## src/logic/reset_ctl_pkg.sv

```systemverilog
// Package: register layout, config encodings and timing counts for the reset controller
package reset_ctl_pkg;
    // Register map (plain port, byte-wide register)
    localparam logic [1:0] ADDR_RESET_CTRL = 2'h0;
    localparam logic [1:0] ADDR_RESET_INFO = 2'h1;
    // Field positions of the reset control register
    localparam int BIT_IRQ_LEVEL  = 7;
    localparam int BIT_SW_BOR     = 6;
    localparam int BIT_RESET_INST = 4;
    localparam int BIT_WDT_TO     = 3;
    localparam int BIT_PWR_DOWN   = 2;
    localparam int BIT_POWER_ON   = 1;
    localparam int BIT_BROWNOUT   = 0;
    // Brown-out configuration modes
    localparam logic [1:0] BOR_MODE_OFF   = 2'h0;
    localparam logic [1:0] BOR_MODE_SW    = 2'h1;
    localparam logic [1:0] BOR_MODE_SLEEP = 2'h2;
    localparam logic [1:0] BOR_MODE_ON    = 2'h3;
    // Power-up timer: 11-bit count of slow oscillator cycles
    localparam int          POWERUP_TIMER_WIDTH  = 11;
    localparam logic [10:0] POWERUP_TIMER_LAST   = 11'h7ff;
    // Noise filter on the external clear pin
    localparam int          FILTER_NS   = 20;
    localparam int          CLK_NS      = 4;
    localparam logic [3:0]  FILTER_CYC  = 4'((FILTER_NS + CLK_NS - 1) / CLK_NS);
    // Minimum brown-out duration before it resets
    localparam int          BOR_MIN_NS  = 200;
    localparam logic [7:0]  BOR_MIN_CYC = 8'((BOR_MIN_NS + CLK_NS - 1) / CLK_NS);
    // Reset release stretch after all sources clear
    localparam logic [1:0]  RELEASE_CYC = 2'h3;
    // Reset state machine
    typedef enum logic [2:0] {
        ST_HELD = 3'b001,
        ST_POWERUP_TIMER = 3'b010,
        ST_RUN  = 3'b100
    } rst_state_t;
endpackage

```

## src/logic/reset_ctl.sv

```systemverilog
// Reset cause tracking, brown-out control and reset sequencing
// Behaviour
// - Top bit selects interrupt priority levels
// - Software brown-out bit works only mode 01
// - Software brown-out bit resets to one in 01
// - Reset-instruction flag clears on that reset
// - Timeout flag set by clear/sleep, cleared by timeout
// - Power-down flag set by clear, cleared sleep
// - Power-on flag cleared by power-on or a software write
// - Brown-out flag cleared on brown-out/power-on
// - Low clear pin resets, short pulses filtered
// - Clear pin is never driven low
// - Disabled clear pin is plain input
// - Power-on pulse resets the device
// - Brown-out off in mode 00, minimum duration
// - Held in reset until supply recovers
// - Power-up timer restarts after each brown-out
// - Brown-out and power-up timer enables independent
// - Trip level only from configuration bits
// - Mode 10 disables brown-out during sleep
// - Mode 11 brown-out always on
// - Power-up timer counts 2048 slow cycles
`timescale 1ns/1ns
module reset_ctl
    import reset_ctl_pkg::*;
(
    // Clock, reset, enable
    input  wire logic       sys_clk,
    input  wire logic       rst_b,
    input  wire logic       clk_en,
    // Register port
    input  wire logic [1:0] reg_addr,
    input  wire logic [7:0] reg_wdata,
    input  wire logic       reg_wr,
    input  wire logic       reg_rd,
    output logic      [7:0] reg_rdata,
    // Configuration bits
    input  wire logic [1:0] brownout_config_mode,
    input  wire logic [1:0] brownout_threshold_select,
    input  wire logic       ext_clear_pin_enable,
    input  wire logic       powerup_timer_enable,
    // Analog and pin inputs
    input  wire logic       power_on_pulse,
    input  wire logic       supply_below_bor,
    input  wire logic       ext_clear_pin,
    input  wire logic       low_freq_internal_osc,
    // Core events
    input  wire logic       reset_instruction,
    input  wire logic       watchdog_timeout,
    input  wire logic       watchdog_clear_instruction,
    input  wire logic       sleep_instruction,
    input  wire logic       in_sleep,
    // Outputs
    output logic            device_reset,
    output logic            irq_level_enable,
    output logic            brownout_detect_enable,
    output logic      [1:0] brownout_trip_select,
    output logic            ext_clear_pin_oe,
    output logic            ext_clear_pin_out,
    output logic            ext_clear_pin_data
);
    import reset_ctl_pkg::*;

    // Synchroniser stages for asynchronous inputs
    logic [1:0] por_sync;
    logic [1:0] bor_sync;
    logic [1:0] clr_sync;
    logic [1:0] osc_sync;
    logic       osc_prev;

    logic       sw_brownout_enable;
    logic       reset_instruction_flag;
    logic       watchdog_timeout_flag;
    logic       power_down_flag;
    logic       power_on_flag;
    logic       brownout_flag;

    logic [3:0]            clr_cnt;
    logic                  clr_filtered;
    logic [7:0]            bor_cnt;
    logic                  bor_trip;
    logic [POWERUP_TIMER_WIDTH-1:0] powerup_timer_cnt;
    logic [1:0]            release_cnt;
    rst_state_t            state;
    logic                  por_seen;
    logic                  bor_active;
    logic                  osc_tick;
    logic                  reset_source;
    logic                  rinst_pending;
    logic                  wdt_pending;
    logic [7:0]            ctrl_value;

    // Two flops on every pin-side input; only the second stage is read
    // Power-on stage resets high so every release of rst_b is seen as a power-on
    // Clear-pin stage resets to the pin's idle level, so no false clear follows
    always_ff @(posedge sys_clk or negedge rst_b) begin
        if (!rst_b) begin
            por_sync <= 2'h3;
            bor_sync <= 2'h0;
            clr_sync <= 2'h3;
            osc_sync <= 2'h0;
            osc_prev <= 1'b0;
        end else if (clk_en) begin
            por_sync <= {por_sync[0], power_on_pulse};
            bor_sync <= {bor_sync[0], supply_below_bor};
            clr_sync <= {clr_sync[0], ext_clear_pin};
            osc_sync <= {osc_sync[0], low_freq_internal_osc};
            osc_prev <= osc_sync[1];
        end
    end

    // Rising edge of the slow oscillator; it runs free, so only edges are counted
    assign osc_tick = osc_sync[1] & ~osc_prev;

    assign ext_clear_pin_oe  = 1'b0;
    assign ext_clear_pin_out = 1'b0;
    assign ext_clear_pin_data = clr_sync[1];
    assign brownout_trip_select = brownout_threshold_select;

    always_comb begin
        unique case (brownout_config_mode)
            BOR_MODE_OFF:   bor_active = 1'b0;
            BOR_MODE_SW:    bor_active = sw_brownout_enable;
            BOR_MODE_SLEEP: bor_active = ~in_sleep;
            BOR_MODE_ON:    bor_active = 1'b1;
        endcase
    end
    assign brownout_detect_enable = bor_active;

    // noise filter on clear pin
    // A pulse shorter than the filter count never reaches the reset sources
    always_ff @(posedge sys_clk or negedge rst_b) begin
        if (!rst_b) begin
            clr_cnt      <= 4'h0;
            clr_filtered <= 1'b0;
        end else if (clk_en) begin
            if (clr_sync[1] || !ext_clear_pin_enable) begin
                clr_cnt      <= 4'h0;
                clr_filtered <= 1'b0;
            end else if (clr_cnt >= FILTER_CYC) begin
                clr_filtered <= 1'b1;
            end else begin
                clr_cnt <= clr_cnt + 4'h1;
            end
        end
    end

    // drop must last minimum duration
    // Leaving the enabled modes drops a pending trip at once
    always_ff @(posedge sys_clk or negedge rst_b) begin
        if (!rst_b) begin
            bor_cnt  <= 8'h0;
            bor_trip <= 1'b0;
        end else if (clk_en) begin
            if (!bor_sync[1] || !bor_active) begin
                bor_cnt  <= 8'h0;
                bor_trip <= 1'b0;
            end else if (bor_cnt >= BOR_MIN_CYC) begin
                bor_trip <= 1'b1;
            end else begin
                bor_cnt <= bor_cnt + 8'h1;
            end
        end
    end

    // Any asynchronous or core reset cause
    // power-on pulse resets
    assign reset_source = por_sync[1] | bor_trip | clr_filtered
                        | reset_instruction | watchdog_timeout;

    // Reset sequencer with power-up timer
    // Flag por_seen remembers a power-on or brown-out cause across the held state
    always_ff @(posedge sys_clk or negedge rst_b) begin
        if (!rst_b) begin
            state       <= ST_HELD;
            powerup_timer_cnt    <= '0;
            release_cnt <= 2'h0;
            por_seen    <= 1'b1;
        end else if (clk_en) begin
            unique case (state)
                ST_HELD: begin
                    powerup_timer_cnt <= '0;
                    if (!reset_source) begin
                        // timer has its own enable
                        // Only power-on or brown-out causes earn the timer delay
                        if (powerup_timer_enable && por_seen) begin
                            state <= ST_POWERUP_TIMER;
                        end else begin
                            state <= ST_RUN;
                        end
                        release_cnt <= RELEASE_CYC;
                    end
                end
                ST_POWERUP_TIMER: begin
                    if (reset_source) begin
                        state    <= ST_HELD;
                        powerup_timer_cnt <= '0;
                    end else if (osc_tick) begin
                        if (powerup_timer_cnt == POWERUP_TIMER_LAST) begin
                            state <= ST_RUN;
                        end
                        powerup_timer_cnt <= powerup_timer_cnt + 11'h1;
                    end
                end
                ST_RUN: begin
                    por_seen <= 1'b0;
                    if (reset_source) begin
                        state <= ST_HELD;
                        por_seen <= por_sync[1] | bor_trip;
                    end else if (release_cnt != 2'h0) begin
                        release_cnt <= release_cnt - 2'h1;
                    end
                end
                default: state <= ST_HELD;
            endcase
        end
    end

    // registered, stretched release
    // Source term keeps a new cause from waiting a cycle for the state machine
    always_ff @(posedge sys_clk or negedge rst_b) begin
        if (!rst_b) begin
            device_reset <= 1'b1;
        end else if (clk_en) begin
            device_reset <= (state != ST_RUN) || (release_cnt != 2'h0) || reset_source;
        end
    end

    // Remember which core reset is in progress
    // Flags clear one cycle after the event, while the core is already held
    always_ff @(posedge sys_clk or negedge rst_b) begin
        if (!rst_b) begin
            rinst_pending <= 1'b0;
            wdt_pending   <= 1'b0;
        end else if (clk_en) begin
            rinst_pending <= reset_instruction;
            wdt_pending   <= watchdog_timeout;
        end
    end

    // Control bits; power-on wins over software writes
    // Writes made while a power-on pulse is pending are lost by design
    always_ff @(posedge sys_clk or negedge rst_b) begin
        if (!rst_b) begin
            irq_level_enable   <= 1'b0;
            sw_brownout_enable <= 1'b1;
        end else if (clk_en) begin
            if (por_sync[1]) begin
                irq_level_enable   <= 1'b0;
                sw_brownout_enable <= (brownout_config_mode == BOR_MODE_SW);
            end else if (reg_wr && reg_addr == ADDR_RESET_CTRL) begin
                irq_level_enable   <= reg_wdata[BIT_IRQ_LEVEL];
                sw_brownout_enable <= reg_wdata[BIT_SW_BOR];
            end
        end
    end

    // Reset-cause flags; hardware events beat software writes
    always_ff @(posedge sys_clk or negedge rst_b) begin
        if (!rst_b) begin
            reset_instruction_flag <= 1'b1;
            watchdog_timeout_flag  <= 1'b1;
            power_down_flag        <= 1'b1;
            power_on_flag          <= 1'b0;
            brownout_flag          <= 1'b0;
        end else if (clk_en) begin
            if (rinst_pending) begin
                reset_instruction_flag <= 1'b0;
            end else if (por_sync[1]) begin
                reset_instruction_flag <= 1'b1;
            end else if (reg_wr && reg_addr == ADDR_RESET_CTRL) begin
                reset_instruction_flag <= reg_wdata[BIT_RESET_INST];
            end
            if (wdt_pending) begin
                watchdog_timeout_flag <= 1'b0;
            end else if (por_sync[1] || watchdog_clear_instruction || sleep_instruction) begin
                watchdog_timeout_flag <= 1'b1;
            end
            if (sleep_instruction) begin
                power_down_flag <= 1'b0;
            end else if (por_sync[1] || watchdog_clear_instruction) begin
                power_down_flag <= 1'b1;
            end
            if (por_sync[1]) begin
                power_on_flag <= 1'b0;
            end else if (reg_wr && reg_addr == ADDR_RESET_CTRL) begin
                power_on_flag <= reg_wdata[BIT_POWER_ON];
            end
            if (por_sync[1] || bor_trip) begin
                brownout_flag <= 1'b0;
            end else if (reg_wr && reg_addr == ADDR_RESET_CTRL) begin
                brownout_flag <= reg_wdata[BIT_BROWNOUT];
            end
        end
    end

    // bit reads zero outside mode 01
    // Bit 5 is unused and reads zero
    always_comb begin
        ctrl_value = 8'h00;
        ctrl_value[BIT_IRQ_LEVEL]  = irq_level_enable;
        ctrl_value[BIT_SW_BOR]     = sw_brownout_enable && (brownout_config_mode == BOR_MODE_SW);
        ctrl_value[BIT_RESET_INST] = reset_instruction_flag;
        ctrl_value[BIT_WDT_TO]     = watchdog_timeout_flag;
        ctrl_value[BIT_PWR_DOWN]   = power_down_flag;
        ctrl_value[BIT_POWER_ON]   = power_on_flag;
        ctrl_value[BIT_BROWNOUT]   = brownout_flag;
    end

    // Read data one cycle after strobe; unmapped reads zero
    // Address 1 returns the one-hot sequencer state for bring-up
    always_ff @(posedge sys_clk or negedge rst_b) begin
        if (!rst_b) begin
            reg_rdata <= 8'h00;
        end else if (clk_en) begin
            if (reg_rd && reg_addr == ADDR_RESET_CTRL) begin
                reg_rdata <= ctrl_value;
            end else if (reg_rd && reg_addr == ADDR_RESET_INFO) begin
                reg_rdata <= {5'h00, state};
            end else begin
                reg_rdata <= 8'h00;
            end
        end
    end
endmodule // reset_ctl

```

## config.mk

```make
export PLATFORM = sky130hd
export DESIGN_NAME = reset_ctl
export DESIGN_NICKNAME = d
export VERILOG_FILES = /design/src/logic/reset_ctl_pkg.sv /design/src/logic/reset_ctl.sv
export SDC_FILE = /design/constraint.sdc
export NUM_CORES = 1
export LEC_CHECK = 0
export BUFFER_PORTS_ARGS = -buffer_cell sky130_fd_sc_hd__buf_2
export CORE_AREA = 2 2 80 82
export CTS_CLUSTER_DIAMETER = 50
export DETAILED_ROUTE_END_ITERATION = 8
export DIE_AREA = 0 0 82 84
export PLACE_DENSITY = 0.71
export SLEW_MARGIN = 20
export SYNTH_ARGS = -nofsm -noshare
export SYNTH_HDL_FRONTEND = slang
export SYNTH_SLANG_ARGS = --single-unit
export TNS_END_PERCENT = 100
```

## constraint.sdc

```tcl
create_clock -name sys_clk -period 5.37 [get_ports sys_clk]
set_input_delay 0.537 -clock sys_clk [delete_from_list [all_inputs] [get_ports sys_clk]]
set_output_delay 0.537 -clock sys_clk [all_outputs]
set_load 0.005 [all_outputs]
```

==> summary.md <==
| Metric | Value |
|---|---|
| Layout filler cell count | `about 550` |
| DRC errors left | `0` |
| Max-cap viol count | `0` |
| Crit Path Max Fanout | `between 40 and 50` |
| Clock latency on the worst-skew pair | `0.33 ns` |
| Final GP Congestion | `around 0.85` |
| Outcome | `finished clean` |
| HP Class | `in -> async` |
| Worst-path clk slew | `0.07 ns` |
| Worst vdd ir | `about 0.00024 V` |
| Die Ht | `84 um` |
| Core box area | `roughly 0.0061 sq mm` |
| Total CTS buffers | `9` |
| Clk buf depth | `2` |
| Grt ovf | `0` |
| Total Routing Usage GR | `0.1880` |
| P per Cell Area | `around 320 mW/mm^2` |
| # rows | `29` |
| Multi-input gate area | `between 0.001 and 0.0015 sq mm` |
| Drt wl/cell | `between 10 and 15 um` |
| Synth area leader | `dfrtp_1` |
| FF+latch area | `0.001440 sq mm` |
| Iter 0 DRT Violations | `59` |
| Seq cells post-synth | `57` |
| Fmax | `approximately 380 MHz` |
| Post-synth EDFFs | `0` |
| Crit path buf inv count | `2` |
| Headroom to the max-slew limit | `0.4342` |
| Initial antenna violation count | `0` |
| Worst r2r src | `state[0]` |
| Worst path max stage delay | `roughly 0.77 ns` |
| Most common cell in the synthesized netlist | `dfrtp_1` |
| Post-DP HPWL | `roughly 4000 um` |
| Die ar. | `roughly 0.007 sq mm` |
| Die W | `82 um` |
| Largest delay contributor family on the critical path | `buffers and inverters` |
| Drt via density | `between 5 and 6` |
| Flop-to-flop setup slack | `between 3 and 4 ns` |
| Max Slew Vio Count | `0` |
| Fraction of registers with async set/reset | `1.000` |
| Final period util | `0.4905` |
| Clk_skew | `between 0.009 and 0.01 ns` |
| Total inserted antenna cells | `0` |
| Area delta synth->final | `13.39%` |
| Root Buffer | `clkbuf_8` |
| Post-synth top cells | `dfrtp_1 (46), nor2_1 (20), o21ai_0 (18)` |
| Mapped Cells | `about 290` |
| RSZ-0062 raised after global routing | `no` |
| Req. time, crit path | `around 5.6 ns` |
| Ports | `46` |
| Critical path endpoint category | `register` |
| Average cell area after synthesis | `a little over 10 sq um` |
| Measured slew at the worst slew-check pin | `between 0.8 and 0.9 ns` |
| Hold Fails Final Rpt | `0` |
| Synth cell types | `60` |
| Drt total wl | `roughly 5800 um` |
| Setup ws final | `around 2.7 ns` |
| Leakage | `roughly 0.0015 uW` |
| Synth top area cells | `dfrtp_1 (39%), dfstp_2 (9.8%), mux2_2 (4.2%)` |
| Largest net degree at the start of global routing | `58` |
| Synth Flop Type | `dfrtp_1` |
| Routed Antenna Nets | `0` |
| CTS tree | `built` |
| Layout cells sized above 1 | `0.2539` |
| First-pass GRT wire length | `about 10000 um` |
| Yosys warning total | `0` |
| PostCTS Resize Cnt | `0` |
| Minimum clock period | `~2.6 ns` |
| Hold WS | `between 0.3 and 0.4 ns` |
| R2r endpoint | `powerup_timer_cnt[8]` |
| Critical setup path kind | `in -> reg` |
| CTS Hold Bufs | `0` |
| Post-CTS setup buffers | `0` |
| Final setup TNS | `0 ns` |
| Initial core utilization | `0.4858` |
| Sequential area share after synthesis | `0.4863` |
| CP arrival | `about 2.8 ns` |
| Final-report setup violation count | `0` |
| Final #Nets | `roughly 360` |
| CP Cell Sequence | `buf_2, clkinv_1, a21oi_1, o22ai_1` |
| CTS Sinks | `57` |
| Vias | `2280` |
| CP max-delay cell | `a21oi_1` |
| CP startpoint kind | `input port` |
| Vias in the first global route | `2121` |
| Cell Area, Synth | `between 0.002 and 0.003 sq mm` |
| Synth top area share | `0.3887` |
| Port bufs | `35` |
| R2R cell count | `4` |
| H-tree levels | `3` |
| Post-Place Worst Slack | `about 2.4 ns` |
| DRT Pass-1 Iters | `4` |
[routing by layer]
metal  up-vias  global-route usage  wire (um)
met5         -                   0          0
met4         0             0.05909         80
met3         8             0.05952        261
met2        47              0.2801       2680
met1      1118              0.2597       2827
li1       1107                   -          -
[registers in the layout, indices dropped and copies added (netlist names), 2 cells and up]
name	count
bor_cnt	8
bor_sync	2
clr_cnt	4
clr_sync	2
osc_sync	2
por_sync	2
powerup_timer_cnt	11
reg_rdata	7
release_cnt	2
state	3
[per-stage QoR]
step / area [sq um] / cells / utilization / power [uW]
6_report: 3358 / 400 / 0.5509 / 1069
5_1_grt: 3358 / 400 / 0.5509 / 1119
4_1_cts: 3358 / 400 / 0.5509 / 1077
3_5_place_dp: 3148 / 384 / 0.5164 / 647.6
3_3_place_gp: 3148 / 384 / 0.5164 / 642.5
2_1_floorplan: 2969 / 288 / - / 602.7
[power breakdown]
part	total, uW	leakage, uW	internal [uW]	switching, uW
clock network	428	0.000106	259	170
registers	505	0.000725	474	31.6
logic	135	0.000633	59.5	75.5
[logic make-up after synthesis]
family	after synthesis	synth area share
AO/OA/AOI/OAI	76	0.1749
XOR/XNOR	9	0.02662
adder cells (fa/ha/maj)	7	0.02957
buffers and inverters	28	0.04774
flip-flops	57	0.4863
multiplexers	15	0.05535
other	1	0.001266
AND/OR/NAND/NOR	93	0.1783
[layout make-up]
type	instances	area share
multi-input cells	203	0.4132
flip-flops and latches	57	0.4288
inverters	11	0.01230
repair buffers	36	0.05440
clock buffers	10	0.03800
clock inverters	6	0.02459
well taps	77	0.02869
[worst max path at each step]
| stage | from | to | slack (ns) | depth (start not counted) |
|---|---|---|---|---|
| after floorplan | clk_en | powerup_timer_cnt[9] | 3.40 | 5 |
| after global placement | clk_en | bor_cnt[1] | 2.39 | 4 |
| after detailed placement | clk_en | bor_cnt[0] | 2.36 | 4 |
| after CTS | clk_en | bor_cnt[0] | 2.71 | 4 |
| after global routing | clk_en | bor_cnt[1] | 2.43 | 4 |
| final | clk_en | bor_cnt[0] | 2.74 | 4 |
[cells in the final DEF (no fill, tap or decap), types with 6 or more instances in the layout]
cell,count
ha_1,7
o21ai_0,18
nor2b_1,7
dfrtp_1,46
inv_1,10
clkbuf_8,9
nand2_1,15
nor2_1,20
buf_2,35
xnor2_1,6
o2bb2ai_1,9
dfstp_2,11
nor4_1,6
nand4_1,6
mux2_2,11
nand3_1,6
a21oi_1,17
No activity file was read; power rests on OpenSTA's default activity.
